$ cat config.mk
export PLATFORM = sky130hd
export DESIGN_NAME = iord_decoder
export DESIGN_NICKNAME = d
export VERILOG_FILES = /design/src/design/iord_pkg.sv /design/src/design/iord_flag_reg.sv /design/src/design/iord_decoder.sv
export SDC_FILE = /design/constraint.sdc
export NUM_CORES = 1
export LEC_CHECK = 0
export ABC_CLOCK_PERIOD_IN_PS = 6210
export BUFFER_PORTS_ARGS = -buffer_cell sky130_fd_sc_hd__buf_2
export CELL_PAD_IN_SITES_DETAIL_PLACEMENT = 1
export CELL_PAD_IN_SITES_GLOBAL_PLACEMENT = 2
export CORE_AREA = 2 2 253 255
export CTS_CLUSTER_DIAMETER = 60
export DETAILED_ROUTE_END_ITERATION = 6
export DIE_AREA = 0 0 255 257
export HOLD_SLACK_MARGIN = 0.1
export PLACE_DENSITY_LB_ADDON = 0.2
export SETUP_SLACK_MARGIN = 0.3
export SLEW_MARGIN = 0
export SYNTH_ARGS = -nofsm -noshare
export SYNTH_HDL_FRONTEND = slang
export SYNTH_SLANG_ARGS = --single-unit
$ cat constraint.sdc
create_clock -name sys_clk -period 6.21 [get_ports sys_clk]
set_input_delay 0.621 -clock sys_clk [delete_from_list [all_inputs] [get_ports sys_clk]]
set_output_delay 0.621 -clock sys_clk [all_outputs]
set_load 0.05 [all_outputs]
$ cat src/design/iord_pkg.sv
// Package: address map, field masks and command codes of the I/O register decoder
package iord_pkg;

  typedef enum logic [2:0] {
    CMD_READ,
    CMD_WRITE,
    CMD_BITSET,
    CMD_BITCLR,
    CMD_SKIPSET,
    CMD_SKIPCLR
  } iord_cmd_t;

  // Address windows
  localparam logic [7:0] BIT_ACC_LAST = 8'h1F;
  localparam logic [7:0] IO_LAST = 8'h3F;
  localparam logic [7:0] DATA_IO_BASE = 8'h20;
  localparam logic [7:0] EXT_FIRST = 8'h60;

  localparam logic [7:0] RESET_VAL = 8'h00;
  localparam int NUM_PORTS = 4;
  localparam int NUM_FLAGS = 5;

  // Short I/O addresses
  localparam logic [5:0] ADDR_PA_PINS = 6'h00;
  localparam logic [5:0] ADDR_PA_DIR = 6'h01;
  localparam logic [5:0] ADDR_PA_OUT = 6'h02;
  localparam logic [5:0] ADDR_PB_PINS = 6'h03;
  localparam logic [5:0] ADDR_PB_DIR = 6'h04;
  localparam logic [5:0] ADDR_PB_OUT = 6'h05;
  localparam logic [5:0] ADDR_PC_PINS = 6'h06;
  localparam logic [5:0] ADDR_PC_DIR = 6'h07;
  localparam logic [5:0] ADDR_PC_OUT = 6'h08;
  localparam logic [5:0] ADDR_PD_PINS = 6'h09;
  localparam logic [5:0] ADDR_PD_DIR = 6'h0A;
  localparam logic [5:0] ADDR_PD_OUT = 6'h0B;
  localparam logic [5:0] ADDR_TMR0_FLAGS = 6'h15;
  localparam logic [5:0] ADDR_TMR1_FLAGS = 6'h16;
  localparam logic [5:0] ADDR_TMR2_FLAGS = 6'h17;
  localparam logic [5:0] ADDR_PCHG_FLAGS = 6'h1B;
  localparam logic [5:0] ADDR_EXT_FLAGS = 6'h1C;
  localparam logic [5:0] ADDR_EXT_MASK = 6'h1D;
  localparam logic [5:0] ADDR_SCRATCH0 = 6'h1E;
  localparam logic [5:0] ADDR_EE_CTRL = 6'h1F;
  localparam logic [5:0] ADDR_EE_DATA = 6'h20;
  localparam logic [5:0] ADDR_EE_ADDR_LO = 6'h21;
  localparam logic [5:0] ADDR_EE_ADDR_HI = 6'h22;
  localparam logic [5:0] ADDR_PRESC_SYNC = 6'h23;
  localparam logic [5:0] ADDR_TMR0_CTRL_A = 6'h24;
  localparam logic [5:0] ADDR_TMR0_CTRL_B = 6'h25;
  localparam logic [5:0] ADDR_TMR0_COUNT = 6'h26;
  localparam logic [5:0] ADDR_TMR0_CMP_A = 6'h27;
  localparam logic [5:0] ADDR_TMR0_CMP_B = 6'h28;
  localparam logic [5:0] ADDR_SCRATCH1 = 6'h2A;
  localparam logic [5:0] ADDR_SCRATCH2 = 6'h2B;
  localparam logic [5:0] ADDR_SPI_CTRL = 6'h2C;

  // Implemented bits of registers with unused positions
  localparam logic [7:0] MASK_FULL = 8'hFF;
  localparam logic [7:0] MASK_EXT_MASK = 8'h07;
  localparam logic [7:0] MASK_EE_CTRL = 8'h3F;
  localparam logic [7:0] MASK_EE_ADDR_HI = 8'h0F;
  localparam logic [7:0] MASK_PRESC_SYNC = 8'h83;
  localparam logic [7:0] MASK_TMR0_CTRL_A = 8'hF3;
  localparam logic [7:0] MASK_TMR0_CTRL_B = 8'hCF;

  // Write-one-to-clear flag registers, in order tmr0, tmr1, tmr2, pin change, external
  localparam logic [5:0] FLAG_ADDR [NUM_FLAGS] = '{6'h15, 6'h16, 6'h17, 6'h1B, 6'h1C};
  localparam logic [7:0] FLAG_MASK [NUM_FLAGS] = '{8'h07, 8'h27, 8'h07, 8'h0F, 8'h07};

endpackage : iord_pkg

$ cat src/design/iord_flag_reg.sv
// One write-one-to-clear flag register with set-over-clear priority
module iord_flag_reg #(
  parameter logic [7:0] FLAG_MASK = 8'hFF
) (
  input wire logic sys_clk,
  input wire logic rst_b,
  input wire logic [7:0] setEvt,
  input wire logic [7:0] clrMask,
  output logic [7:0] flags
);

  logic [7:0] flags_r;
  logic [7:0] flags_nxt;

  // Clear by one, keep on zero, a new event wins over the clear
  always_comb begin
    flags_nxt = ((flags_r & ~clrMask) | setEvt) & FLAG_MASK;
  end

  always_ff @(posedge sys_clk) begin
    if (!rst_b) begin
      flags_r <= iord_pkg::RESET_VAL;
    end else begin
      flags_r <= flags_nxt;
    end
  end

  assign flags = flags_r;
endmodule : iord_flag_reg

$ cat src/design/iord_decoder.sv
// I/O register space decoder: short and data-space views, bit access, flag clearing
// Function
// - Bit set/clear on short addresses 0x00-0x1F
// - Bit skip tests on the same range
// - Flags clear on written one, zero keeps
// - Bit ops rewrite whole register, only 0x00-0x1F
// - Data address equals short address plus 0x20
// - Extended 0x60-0xFF reachable by data view only
module iord_decoder (
  input wire logic sys_clk,
  input wire logic rst_b,
  input wire logic accValid,
  input wire logic accDataView,
  input wire logic [7:0] accAddr,
  input wire iord_pkg::iord_cmd_t accCmd,
  input wire logic [2:0] accBit,
  input wire logic [7:0] accWrData,
  output logic [7:0] rdData,
  output logic skipTaken,
  output logic accDone,
  output logic accErr,
  input wire logic [7:0] portAPins,
  input wire logic [7:0] portBPins,
  input wire logic [7:0] portCPins,
  input wire logic [7:0] portDPins,
  output logic [7:0] portADir,
  output logic [7:0] portAOut,
  output logic [7:0] portBDir,
  output logic [7:0] portBOut,
  output logic [7:0] portCDir,
  output logic [7:0] portCOut,
  output logic [7:0] portDDir,
  output logic [7:0] portDOut,
  input wire logic [7:0] tmr0FlagSet,
  input wire logic [7:0] tmr1FlagSet,
  input wire logic [7:0] tmr2FlagSet,
  input wire logic [7:0] pinChgFlagSet,
  input wire logic [7:0] extIrqFlagSet,
  output logic [7:0] tmr0Flags,
  output logic [7:0] tmr1Flags,
  output logic [7:0] tmr2Flags,
  output logic [7:0] pinChgFlags,
  output logic [7:0] extIrqFlags,
  output logic [7:0] extIrqMask,
  output logic [7:0] eepromCtrl,
  output logic [7:0] eepromData,
  output logic [7:0] eepromAddrLow,
  output logic [7:0] eepromAddrHigh,
  output logic [7:0] prescalerSync,
  output logic [7:0] tmr0CtrlA,
  output logic [7:0] tmr0CtrlB,
  output logic [7:0] tmr0Count,
  output logic [7:0] tmr0CmpA,
  output logic [7:0] tmr0CmpB,
  output logic [7:0] spiCtrl
);

  // Writable bits of each plain read/write register, zero elsewhere
  function automatic logic [7:0] rwMask(input logic [5:0] a);
    case (a)
      iord_pkg::ADDR_PA_DIR, iord_pkg::ADDR_PA_OUT,
      iord_pkg::ADDR_PB_DIR, iord_pkg::ADDR_PB_OUT,
      iord_pkg::ADDR_PC_DIR, iord_pkg::ADDR_PC_OUT,
      iord_pkg::ADDR_PD_DIR, iord_pkg::ADDR_PD_OUT,
      iord_pkg::ADDR_SCRATCH0, iord_pkg::ADDR_SCRATCH1, iord_pkg::ADDR_SCRATCH2,
      iord_pkg::ADDR_EE_DATA, iord_pkg::ADDR_EE_ADDR_LO,
      iord_pkg::ADDR_TMR0_COUNT, iord_pkg::ADDR_TMR0_CMP_A, iord_pkg::ADDR_TMR0_CMP_B,
      iord_pkg::ADDR_SPI_CTRL: rwMask = iord_pkg::MASK_FULL;
      iord_pkg::ADDR_EXT_MASK: rwMask = iord_pkg::MASK_EXT_MASK;
      iord_pkg::ADDR_EE_CTRL: rwMask = iord_pkg::MASK_EE_CTRL;
      iord_pkg::ADDR_EE_ADDR_HI: rwMask = iord_pkg::MASK_EE_ADDR_HI;
      iord_pkg::ADDR_PRESC_SYNC: rwMask = iord_pkg::MASK_PRESC_SYNC;
      iord_pkg::ADDR_TMR0_CTRL_A: rwMask = iord_pkg::MASK_TMR0_CTRL_A;
      iord_pkg::ADDR_TMR0_CTRL_B: rwMask = iord_pkg::MASK_TMR0_CTRL_B;
      default: rwMask = 8'h00;
    endcase
  endfunction : rwMask

  function automatic logic isBitCmd(input iord_pkg::iord_cmd_t c);
    isBitCmd = (c == iord_pkg::CMD_BITSET) || (c == iord_pkg::CMD_BITCLR) ||
               (c == iord_pkg::CMD_SKIPSET) || (c == iord_pkg::CMD_SKIPCLR);
  endfunction : isBitCmd

  logic [7:0] pinRaw [iord_pkg::NUM_PORTS];
  logic [7:0] pinMeta_r [iord_pkg::NUM_PORTS];
  logic [7:0] pinSync_r [iord_pkg::NUM_PORTS];
  logic [7:0] flagSet [iord_pkg::NUM_FLAGS];
  logic [7:0] flagClr [iord_pkg::NUM_FLAGS];
  logic [7:0] flagVal [iord_pkg::NUM_FLAGS];
  logic [7:0] regs_r [64];
  logic [7:0] dataOffset;
  logic [5:0] shortAddr;
  logic inIoMap;
  logic reqErr;
  logic hit;
  logic wrEn;
  logic [7:0] bitSel;
  logic [7:0] curVal;
  logic [7:0] wrVal;
  logic [7:0] rdData_nxt;
  logic skipTaken_nxt;
  logic [7:0] rdData_r;
  logic skipTaken_r;
  logic accDone_r;
  logic accErr_r;

  assign pinRaw[0] = portAPins;
  assign pinRaw[1] = portBPins;
  assign pinRaw[2] = portCPins;
  assign pinRaw[3] = portDPins;

  // Two-stage synchronisers on the pin inputs
  for (genvar p = 0; p < iord_pkg::NUM_PORTS; p++) begin : gPinSync
    always_ff @(posedge sys_clk) begin
      if (!rst_b) begin
        pinMeta_r[p] <= iord_pkg::RESET_VAL;
        pinSync_r[p] <= iord_pkg::RESET_VAL;
      end else begin
        pinMeta_r[p] <= pinRaw[p];
        pinSync_r[p] <= pinMeta_r[p];
      end
    end
  end

  // Both views land on one short address
  assign dataOffset = accAddr - iord_pkg::DATA_IO_BASE;
  assign shortAddr = accDataView ? dataOffset[5:0] : accAddr[5:0];
  assign inIoMap = accDataView ?
                   (accAddr >= iord_pkg::DATA_IO_BASE && accAddr < iord_pkg::EXT_FIRST) :
                   (accAddr <= iord_pkg::IO_LAST);

  // Short addresses past 0x3F and bit ops outside 0x00-0x1F are refused
  always_comb begin
    reqErr = 1'b0;
    if (accValid) begin
      if (!accDataView && accAddr > iord_pkg::IO_LAST) begin
        reqErr = 1'b1;
      end
      if (accDataView && accAddr < iord_pkg::DATA_IO_BASE) begin
        reqErr = 1'b1;
      end
      if (isBitCmd(accCmd) && (accDataView || accAddr > iord_pkg::BIT_ACC_LAST)) begin
        reqErr = 1'b1;
      end
    end
  end

  assign hit = accValid && !reqErr && inIoMap;
  assign bitSel = 8'h01 << accBit;

  // Read path; extended data addresses and reserved locations give zero
  always_comb begin
    curVal = 8'h00;
    if (inIoMap) begin
      curVal = regs_r[shortAddr];
      case (shortAddr)
        iord_pkg::ADDR_PA_PINS: curVal = pinSync_r[0];
        iord_pkg::ADDR_PB_PINS: curVal = pinSync_r[1];
        iord_pkg::ADDR_PC_PINS: curVal = pinSync_r[2];
        iord_pkg::ADDR_PD_PINS: curVal = pinSync_r[3];
        default: curVal = regs_r[shortAddr];
      endcase
      for (int i = 0; i < iord_pkg::NUM_FLAGS; i++) begin
        if (shortAddr == iord_pkg::FLAG_ADDR[i]) begin
          curVal = flagVal[i];
        end
      end
    end
  end

  // Bit ops rewrite the whole value that was read
  always_comb begin
    wrEn = 1'b0;
    wrVal = accWrData;
    case (accCmd)
      iord_pkg::CMD_WRITE: begin
        wrEn = hit;
      end
      iord_pkg::CMD_BITSET: begin
        wrEn = hit;
        wrVal = curVal | bitSel;
      end
      iord_pkg::CMD_BITCLR: begin
        wrEn = hit;
        wrVal = curVal & ~bitSel;
      end
      default: begin
        wrEn = 1'b0;
      end
    endcase
  end

  always_ff @(posedge sys_clk) begin
    if (!rst_b) begin
      for (int i = 0; i < 64; i++) begin
        regs_r[i] <= iord_pkg::RESET_VAL;
      end
    end else if (wrEn) begin
      regs_r[shortAddr] <= wrVal & rwMask(shortAddr);
    end
  end

  assign flagSet[0] = tmr0FlagSet;
  assign flagSet[1] = tmr1FlagSet;
  assign flagSet[2] = tmr2FlagSet;
  assign flagSet[3] = pinChgFlagSet;
  assign flagSet[4] = extIrqFlagSet;

  for (genvar f = 0; f < iord_pkg::NUM_FLAGS; f++) begin : gFlags
    // A written one clears; bit ops write back ones of flags already set
    assign flagClr[f] = (wrEn && shortAddr == iord_pkg::FLAG_ADDR[f]) ? wrVal : 8'h00;
    iord_flag_reg #(
      .FLAG_MASK(iord_pkg::FLAG_MASK[f])
    ) uFlag (
      .sys_clk(sys_clk),
      .rst_b(rst_b),
      .setEvt(flagSet[f]),
      .clrMask(flagClr[f]),
      .flags(flagVal[f])
    );
  end

  assign tmr0Flags = flagVal[0];
  assign tmr1Flags = flagVal[1];
  assign tmr2Flags = flagVal[2];
  assign pinChgFlags = flagVal[3];
  assign extIrqFlags = flagVal[4];

  // Answer path, one cycle after the request
  always_comb begin
    rdData_nxt = 8'h00;
    skipTaken_nxt = 1'b0;
    if (hit && accCmd == iord_pkg::CMD_READ) begin
      rdData_nxt = curVal;
    end
    if (hit && accCmd == iord_pkg::CMD_SKIPSET) begin
      skipTaken_nxt = curVal[accBit];
    end
    if (hit && accCmd == iord_pkg::CMD_SKIPCLR) begin
      skipTaken_nxt = !curVal[accBit];
    end
  end

  always_ff @(posedge sys_clk) begin
    if (!rst_b) begin
      rdData_r <= iord_pkg::RESET_VAL;
      skipTaken_r <= 1'b0;
      accDone_r <= 1'b0;
      accErr_r <= 1'b0;
    end else begin
      rdData_r <= rdData_nxt;
      skipTaken_r <= skipTaken_nxt;
      accDone_r <= accValid;
      accErr_r <= reqErr;
    end
  end

  assign rdData = rdData_r;
  assign skipTaken = skipTaken_r;
  assign accDone = accDone_r;
  assign accErr = accErr_r;

  assign portADir = regs_r[iord_pkg::ADDR_PA_DIR];
  assign portAOut = regs_r[iord_pkg::ADDR_PA_OUT];
  assign portBDir = regs_r[iord_pkg::ADDR_PB_DIR];
  assign portBOut = regs_r[iord_pkg::ADDR_PB_OUT];
  assign portCDir = regs_r[iord_pkg::ADDR_PC_DIR];
  assign portCOut = regs_r[iord_pkg::ADDR_PC_OUT];
  assign portDDir = regs_r[iord_pkg::ADDR_PD_DIR];
  assign portDOut = regs_r[iord_pkg::ADDR_PD_OUT];
  assign extIrqMask = regs_r[iord_pkg::ADDR_EXT_MASK];
  assign eepromCtrl = regs_r[iord_pkg::ADDR_EE_CTRL];
  assign eepromData = regs_r[iord_pkg::ADDR_EE_DATA];
  assign eepromAddrLow = regs_r[iord_pkg::ADDR_EE_ADDR_LO];
  assign eepromAddrHigh = regs_r[iord_pkg::ADDR_EE_ADDR_HI];
  assign prescalerSync = regs_r[iord_pkg::ADDR_PRESC_SYNC];
  assign tmr0CtrlA = regs_r[iord_pkg::ADDR_TMR0_CTRL_A];
  assign tmr0CtrlB = regs_r[iord_pkg::ADDR_TMR0_CTRL_B];
  assign tmr0Count = regs_r[iord_pkg::ADDR_TMR0_COUNT];
  assign tmr0CmpA = regs_r[iord_pkg::ADDR_TMR0_CMP_A];
  assign tmr0CmpB = regs_r[iord_pkg::ADDR_TMR0_CMP_B];
  assign spiCtrl = regs_r[iord_pkg::ADDR_SPI_CTRL];
endmodule : iord_decoder

==> results of run 1 <==
## critical path: stages
cell                       delay, ns
sky130_fd_sc_hd__buf_8          0.31
sky130_fd_sc_hd__inv_1          0.15
sky130_fd_sc_hd__ha_1           0.29
sky130_fd_sc_hd__and3b_1        0.20
sky130_fd_sc_hd__and3_1         0.33
sky130_fd_sc_hd__or4_4          0.70
sky130_fd_sc_hd__or3_1          0.41
sky130_fd_sc_hd__nor4b_1        0.42
sky130_fd_sc_hd__buf_4          0.20
sky130_fd_sc_hd__o21ai_1        0.10
sky130_fd_sc_hd__and4b_1        0.26
sky130_fd_sc_hd__a211oi_4       0.41
sky130_fd_sc_hd__or2_1          0.21
sky130_fd_sc_hd__buf_12         0.21
sky130_fd_sc_hd__nor2_1         0.08
## cell families (layout without fill, tap and decap cells)
family / Yosys count / after routing / synth area share (%)
flip-flops: 604 / 604 / 67.7
AND/OR/NAND/NOR: 597 / 597 / 10.6
AO/OA/AOI/OAI: 321 / 321 / 8.71
multiplexers: 170 / 170 / 9.30
buffers and inverters: 150 / 458 / 3.09
adder cells (fa/ha/maj): 9 / 9 / 0.443
XOR/XNOR: 3 / 3 / 0.103
other: 1 / 324 / 0.0147
## final cells by class
| cell class | instances | area, µm² |
|---|---|---|
| inverters | 10 | 37.5 |
| clock inverters | 42 | 422 |
| multi-input cells | 1423 | 8660 |
| clock buffers | 82 | 1800 |
| flip-flops and latches | 604 | 17200 |
| repair buffers | 324 | 1840 |
| diodes | 1 | 2.50 |
| well taps | 846 | 1060 |
| fillers | 6578 | 31700 |
## cell usage in the layout (no fill, tap or decap), types with 9 or more instances in the layout
cell type / n
sky130_fd_sc_hd__o21ai_1: 23
sky130_fd_sc_hd__a21oi_1: 58
sky130_fd_sc_hd__inv_1: 9
sky130_fd_sc_hd__clkbuf_16: 69
sky130_fd_sc_hd__o21ai_0: 56
sky130_fd_sc_hd__a221oi_1: 11
sky130_fd_sc_hd__a221o_1: 21
sky130_fd_sc_hd__and3_1: 12
sky130_fd_sc_hd__clkinv_2: 11
sky130_fd_sc_hd__nand2b_1: 10
sky130_fd_sc_hd__conb_1: 323
sky130_fd_sc_hd__and2_1: 70
sky130_fd_sc_hd__mux2_2: 29
sky130_fd_sc_hd__o21a_1: 11
sky130_fd_sc_hd__nor2b_1: 14
sky130_fd_sc_hd__o22ai_1: 18
sky130_fd_sc_hd__buf_4: 61
sky130_fd_sc_hd__mux4_2: 50
sky130_fd_sc_hd__clkinv_1: 13
sky130_fd_sc_hd__nor2_1: 281
sky130_fd_sc_hd__buf_2: 258
sky130_fd_sc_hd__ha_1: 9
sky130_fd_sc_hd__dfxtp_1: 92
sky130_fd_sc_hd__nand3_1: 22
sky130_fd_sc_hd__nand2_1: 130
sky130_fd_sc_hd__a22o_1: 9
sky130_fd_sc_hd__a22oi_1: 29
sky130_fd_sc_hd__a31oi_1: 11
sky130_fd_sc_hd__clkbuf_1: 10
sky130_fd_sc_hd__edfxtp_1: 512
sky130_fd_sc_hd__o2bb2ai_1: 21
sky130_fd_sc_hd__nor3_1: 16
sky130_fd_sc_hd__mux2i_1: 90
## per-stage QoR
step / hold slack [ns] / setup WS, ns / area (µm²)
final: 0.228 / 1.54 / 31000
after global routing: 0.223 / 1.31 / 31000
after CTS: 0.204 / 1.56 / 31000
after detailed placement: 0.421 / 0.945 / 28800
after global placement: 0.416 / 0.988 / 28800
after floorplan: 0.412 / 1.23 / 26600
## layer usage
| metal | share of wire [%] | GRT usage, % |
|---|---|---|
| met3 | 6.6 | 3.87 |
| met2 | 50 | 44.3 |
| met1 | 41 | 34.9 |
| met4 | 2.2 | 7.12 |
| met5 | 0.051 | 0 |
## where the power goes
group	switching, mW	internal, mW
clock network	1.66	2.37
logic	0.837	0.319
registers	0.111	4.67
## sequential cells by signal, summed over array words and instances (netlist names)
| register | flops |
|---|---|
| regs_r | 512 |
| pinMeta_r | 32 |
| pinSync_r | 32 |
| gFlags.uFlag.flags | 17 |
| rdData | 8 |
| accDone | 1 |
| accErr | 1 |
| skipTaken | 1 |
## path summary, 6_finish.rpt
kind	startpoint	endpoint	slack, ns	cells after the start
worst max-delay path	accAddr[0]	regs_r[30][1]	1.54	15
worst min-delay path	portCPins[5]	pinMeta_r[2][5]	0.23	2
worst max register to register	regs_r[33][1]	regs_r[30][1]	2.16	12
worst min register to register	pinMeta_r[0][1]	pinSync_r[0][1]	0.43	1
==> impl.org, run 1 <==
** Setup path
- Top fanout value on the critical path :: 40
- WP data arrival :: 5.01 ns
- At the worst endpoint, the required time is 6.55 ns.
- Type of the setup path with the least slack :: in -> reg
- STA classifies the critical path startpoint as an input pin.
- Kind of end point of the critical path :: flip-flop

** STA
- Timing-limited maximum frequency :: 214 MHz
- On the final layout, the worst clock skew is 0.0272 ns.
- Max-slew headroom :: 20.4%
- Final critical delay including setup and external delays :: 4.67 ns
- Total Neg Setup Slack :: 0 ns
- Setup violations remaining at the end of the flow were counted as 0.
- Hold Vio Cnt, Final :: 0
- Worst-Margin Slew :: roughly 1.2 ns
- The total count of max-transition violations in the final report came to 0.
- Portion of the clock cycle consumed by the worst path in the final layout :: between 70% and 80%
- Setup repair after global routing left no endpoint under its margin.

** Place
- Port buffering added 262 buffers.
- The congestion estimate from routability-driven global placement came to around 0.87.
- Detailed placement finished with a half-perimeter wire length of 60400 µm.
- The number of placed instances, taps included, is 3207.

** Synth
- In the synthesized netlist, the cells that appear most often are sky130_fd_sc_hd__edfxtp_1 (512), sky130_fd_sc_hd__nor2_1 (281), sky130_fd_sc_hd__nand2_1 (130).
- Synthesis produced a netlist whose cell count is 1855.
- Most frequently used cell type in the post-synthesis netlist :: sky130_fd_sc_hd__edfxtp_1
- Yosys attributes the largest share of cell area to sky130_fd_sc_hd__edfxtp_1 (60%), sky130_fd_sc_hd__dfxtp_1 (7.2%), sky130_fd_sc_hd__mux4_2 (4.4%).
- Number of warnings issued by yosys :: 0
- Of the post-synthesis cell area, the dominant cell type holds just over 60%.
- For this run, asynchronously set or reset flops after synthesis account for 0%.
- Averaged over all synthesized cells, the footprint is 13.7 µm².
- Of all cell types, the one taking the most synthesized area is sky130_fd_sc_hd__edfxtp_1.
- In this run, synthesis produced a sequential element count of 604.
- Count of flip-flops with a built-in enable after synthesis :: 512
- In the synthesized netlist the dominant register cell turns out to be sky130_fd_sc_hd__edfxtp_1.
- Area of the mapped netlist :: 0.0254 mm²
- Sequential fraction of the synthesis area :: between 60% and 70%
- Distinct cell type count of the synthesized netlist :: 76

** Final layout
- The final layout contains between 2000 and 3000 nets.
- Area growth, synth to finish :: 22.1%
- Cells fill 49.5% of the core in the end.
- Of the cells placed in the final design, the portion with a size suffix greater than 1 is 20.8%.
- The finished layout holds 3332 standard cells, fillers aside.

** Clock tree
- The clock tree synthesis step divided the H-tree into 3 levels.
- Buffers inserted during clock tree synthesis total 67.
- CTS clock-pin slew for the worst setup and hold paths :: 0.06 ns
- Hold-fix buffers, CTS :: 0
- At the later pin of the worst-skew pair, clock insertion delay measures 0.61 ns.
- The clock passes through at most 3 buffers.
- Post-CTS timing repair inserted 0 buffers for setup.
- Sink count of the clock tree :: between 600 and 700
- Root cell of the clock tree :: sky130_fd_sc_hd__clkbuf_16
- After clock tree synthesis, the repair step resized 0 gates.
- TritonCTS built the clock tree.

** Detailed routing
- Routed wire length per instance :: 25.7 µm
- For this block, the routed nets add up to 85700 µm of wire.
- In the routed design, unresolved DRC markers number 0.
- After detailed routing, the number of vias per cell comes to between 5 and 6.
- First drt pass iteration count :: 5
- Summing over every cut layer, the via total after detailed routing is around 18000.
- Once detail routing completed, the nets flagged for antenna violations numbered 0.
- Number of DRC violations after detailed-routing iteration 0 :: 1408

** Floorplan
- Overall die height :: 257 µm
- Placement Rows :: 92
- Area of the die :: 0.0655 mm²
- Width of the die :: around 260 µm
- Number of top-level design ports :: a little over 300
- The floorplan step defined a core boundary enclosing 0.0627 mm².
- Starting Density :: 40.5%

** Global routing
- The number of antenna violations at the first check in global routing is 4.
- The number of global-route vias before repair came to between 15000 and 20000.
- Maximum number of pins on one net before global-route repair :: 85
- The first global-routing pass estimated 124000 µm of wire.
- After global routing the overflow that remains totals 0.
- Total global-route track usage :: 26.1%

** Run status
- The flow ran to the end, and the final reports show no timing, DRC or antenna violations.

** Run
- Number of maximum-capacitance constraint violations :: 0

** Hold path
- Hold/Removal Path Class :: in -> reg

** Pwr
- Summing internal, switching and leakage power gives 9.97 mW.
- Power per unit of standard cell area :: between 300 and 400 mW/mm²
- IR analysis of the VDD net gives a maximum drop of 0.000224 V.
- Leak pwr :: between 10 and 15 nW
(Power assumes the default switching activity.)
==> run 2: changes to the inputs <==
Settings changed: ABC_CLOCK_PERIOD_IN_PS 6210 to 4890.
Clock period 6.21 ns to 4.89 ns, I/O delays scaled along.
==> run 2 against run 1 <==
  * Non-clock buffer count rose by 94
  * Design area rose by 2.8%
  * Wire length rose by 0.74%
  * Power rose by 27%
  * Cell count rose by 2.6%
  * Sequential share of layout area fell by 1.5 points
  * Critical path depth did not move
  * Worst setup slack got worse by 0.72 ns
==> impl.org, run 2 (synthesis results as in run 1) <==
** Floorplan
- The height of the chip was 257 µm (unchanged).
- The starting density of the core came to 40.5% (unchanged).
- The die area was 0.0655 mm² (unchanged).
- Number of top-level design ports :: 309 (unchanged)
- The die extent in x was 255 µm (unchanged).
- Core ar. :: 0.0627 mm² (unchanged)
- The number of rows created at floorplan was 92 (unchanged).

** Final layout
- The share of cells above drive strength 1 came to 22.1% (was 20.8%).
- The number of flip-flops in the largest register is 512 (unchanged).
- The count of inserted antenna diode cells came to 0 (was 1).
- Most common cell after layout, fill and taps aside :: sky130_fd_sc_hd__edfxtp_1 (unchanged)
- The count of fill cells added during filler insertion is 6588 (was 6578).
- The area occupied by registers came to 0.0172 mm² (unchanged).
- Commonest non-fill, non-tap cells in the layout: sky130_fd_sc_hd__edfxtp_1 (512), sky130_fd_sc_hd__conb_1 (323), sky130_fd_sc_hd__nor2_1 (281) (unchanged).
- Registers with the highest flip-flop counts: regs_r x512, pinMeta_r x32, pinSync_r x32 (unchanged).
- Largest register by flop count :: regs_r (unchanged)
- The number of cells in the finished layout apart from fillers came to 3417 (was 3332).
- The layout overhead on the synthesized area is 25.4% (was 22.1%).
- The post-route cell area is 0.0319 mm² (was 0.0310 mm²).
- The multi-input gate area in the final layout is 0.00866 mm² (unchanged).
- The number of nets in the layout is 2631 (was 2537).

** Place
- Number of cells after detailed placement :: 3265 (was 3207)
- The estimated wirelength of the detail-placed design was 61100 µm (was 60400 µm).
- The number of I/O port buffers is 262 (unchanged).
- Last weighted congestion value of the routability-driven placer :: 0.900 (was 0.875)
- Standard cell area after detailed placement :: 0.0294 mm² (was 0.0288 mm²)

** Hold path
- The startpoint of the most critical hold path is portAPins[0] (was portCPins[5]).
- The worst min-delay path category is in -> reg (unchanged).
- Hold worst-path end :: pinMeta_r[0][0] (was pinMeta_r[2][5])
- The worst hold path cell count is 2 (unchanged).

** Pwr
- Sw Pwr :: 3.29 mW (was 2.61 mW)
- Clock power frac :: 40.0% (was 40.4%)
- The overall power came to 12.7 mW (was 9.97 mW).
- Share of power burned in registers :: 47.8% (was 48.0%)
- Power share of the combinational group :: 12.2% (was 11.6%)
- The power per cell area is 398 mW/mm² (was 321 mW/mm²).
- The switching power as a share of total power came to 25.9% (was 26.2%).
- The largest vdd supply drop is 0.000291 V (was 0.000224 V).
- The cell-internal power was 9.40 mW (was 7.36 mW).
- The leakage power figure was 12.2 nW (was 11.8 nW).

** Clock tree
- CTS tree :: built (unchanged)
- Post-CTS setup buffer count :: 0 (unchanged)
- Maximum level of the CTS H-tree :: 3 (unchanged)
- CTS-repair resized insts :: 0 (unchanged)
- Root cell of the clock tree :: sky130_fd_sc_hd__clkbuf_16 (unchanged)
- The number of sinks handled by clock tree synthesis is 604 (unchanged).
- The number of buffers inserted during clock tree synthesis was 67 (unchanged).
- Hold-fix buffers, CTS :: 36 (was 0)
- The later-pin clock latency in the skew report is 0.62 ns (was 0.61 ns).
- CTS clock-pin slew for the worst setup and hold paths :: 0.06 ns (about the same)
- The number of buffers on the longest clock path is 3 (unchanged).

** Setup path
- The depth of the worst register-to-register path is 12 (unchanged).
- Startpoint kind of the worst setup timing path :: input pin (unchanged)
- The worst reg-to-reg setup slack came to 0.86 ns (was 2.16 ns).
- WP data arrival :: 4.41 ns (was 5.01 ns)
- The startpoint of the worst register-to-register path is regs_r[32][1] (was regs_r[33][1]).
- The kind of capture point of the worst setup path is a flip-flop (unchanged).
- Top fanout value on the critical path :: 24 (was 40)
- Required time at the worst-slack endpoint :: 5.24 ns (was 6.55 ns)
- The endpoint of the lowest-slack register-to-register path was regs_r[31][1] (was regs_r[30][1]).
- The worst setup path category is in -> reg (unchanged).

** STA
- The actual transition at the worst max-transition pin was 1.06 ns (was 1.19 ns).
- The relative slew slack is 28.9% (was 20.4%).
- Setup Viol. Count Final :: 0 (unchanged)
- Max Slew Vio Count :: 0 (unchanged)
- The clock period could shrink to approximately 4 ns.
- Final clock skew :: 0.0376 ns (was 0.0272 ns)
- Timing-limited maximum frequency :: 246 MHz
- Portion of the clock cycle consumed by the worst path in the final layout :: 83.2%
- The worst slack on hold paths is 0.107 ns (was 0.228 ns).
- Hold Vio Cnt, Final :: 0 (unchanged)
- Setup repair after global routing missed its margin :: no (unchanged)
- Total Neg Setup Slack :: 0 ns (unchanged)

** Detailed routing
- Number of antenna-violating nets in the routed design :: 0 (unchanged)
- Vias after detailed routing :: 18200 (was 17800)
- Routed wire length on met3 :: 5360 µm (was 5650 µm)
- Detail-routed via count per cell :: 5.32 (was 5.35)
- DRC violations left :: 0 (unchanged)
- The top routing layer in use was met5 (unchanged).
- Met1 routed wirelength after detailed routing :: 34700 µm (was 35500 µm)
- First drt pass iteration count :: 5 (unchanged)
- Total detailed-routing wirelength :: 86300 µm (was 85700 µm)
- Routed wire length per instance :: 25.3 µm (was 25.7 µm)
- The number of DRC markers after the initial detailed-route iteration is 1671 (was 1408).
- The total met2 wirelength after detailed routing was 43800 µm (was 42600 µm).

** Global routing
- Wire length of the first global-routing pass :: 125000 µm (was 124000 µm)
- Number of global-route vias before repair :: 18700 (was 18300)
- Maximum number of pins on one net before global-route repair :: 85 (unchanged)
- Total global-route track usage :: 26.4% (was 26.1%)
- Global-route congestion overflow total :: 0 (unchanged)
- Initial antenna violation count :: 2 (was 4)

** Run status
- Result of the run :: completed (unchanged)

** Run
- Number of maximum-capacitance constraint violations :: 0 (unchanged)
run 2: cell count changes in the layout (fill, tap and decap cells not counted), moves of 3 or more:
cell / change
sky130_fd_sc_hd__clkinv_1: -7
sky130_fd_sc_hd__o21ai_0: +18
sky130_fd_sc_hd__buf_4: +49
sky130_fd_sc_hd__inv_6: +3
sky130_fd_sc_hd__o21ai_1: -18
sky130_fd_sc_hd__clkinvlp_4: -3
sky130_fd_sc_hd__clkbuf_1: +4
sky130_fd_sc_hd__dlygate4sd3_1: +36
sky130_fd_sc_hd__buf_12: +9
sky130_fd_sc_hd__clkinv_2: -3
run 2: worst max-delay path: stages:
cell and delay, ns:
sky130_fd_sc_hd__buf_8 0.20, sky130_fd_sc_hd__inv_1 0.12, sky130_fd_sc_hd__ha_1 0.27, sky130_fd_sc_hd__and3b_1 0.20, sky130_fd_sc_hd__and3_1 0.20, sky130_fd_sc_hd__or4_4 0.64
sky130_fd_sc_hd__or3_1 0.41, sky130_fd_sc_hd__nor4b_1 0.57, sky130_fd_sc_hd__buf_4 0.21, sky130_fd_sc_hd__o21ai_1 0.09, sky130_fd_sc_hd__and4b_1 0.26, sky130_fd_sc_hd__a211oi_4 0.20
sky130_fd_sc_hd__or2_1 0.22, sky130_fd_sc_hd__buf_12 0.20, sky130_fd_sc_hd__nor2_1 0.06
run 2: final cells by class:
cell class,count,area share [%]
Multi-Input combinational cell,1423,27.2
Clock buffer,86,5.68
Clock inverter,30,1.13
Sequential cell,604,54.0
Tap cell,846,3.32
Inverter,10,0.118
Timing Repair Buffer,418,8.63
run 2: stage by stage:
| stage | utilization [%] | setup WS, ns |
|---|---|---|
| 4_1_cts | 50.8 | 0.797 |
| 3_3_place_gp | 46.8 | 0.242 |
| 2_1_floorplan | - | 0.318 |
| 3_5_place_dp | 46.8 | 0.176 |
| 6_report | 50.8 | 0.823 |
| 5_1_grt | 50.8 | 0.629 |
run 2: worst max-delay path by stage:
stage / from / end / depth (start not counted)
final: accAddr[0] / regs_r[31][1] / 15
after global routing: accAddr[0] / regs_r[2][1] / 15
after CTS: accAddr[0] / regs_r[31][1] / 15
after detailed placement: accAddr[0] / regs_r[28][1] / 15
after global placement: accAddr[0] / regs_r[28][1] / 14
after floorplan: accAddr[0] / regs_r[32][1] / 20
run 2: routing by layer:
metal	global-route usage, %	vias up
met5	0	-
met3	4.12	129
met1	34.0	9385
met2	45.4	652
li1	-	7993
met4	8.80	4
run 2: power groups by stage:
stage / Sequential, mW / Combinational [mW] / Clock, mW
after detailed placement: 6.18 / 1.51 / 0
after floorplan: 6.41 / 0.668 / 0
final: 6.07 / 1.55 / 5.08
after global placement: 6.16 / 1.49 / 0
after CTS: 6.07 / 1.54 / 5.15
after global routing: 6.10 / 1.63 / 5.36
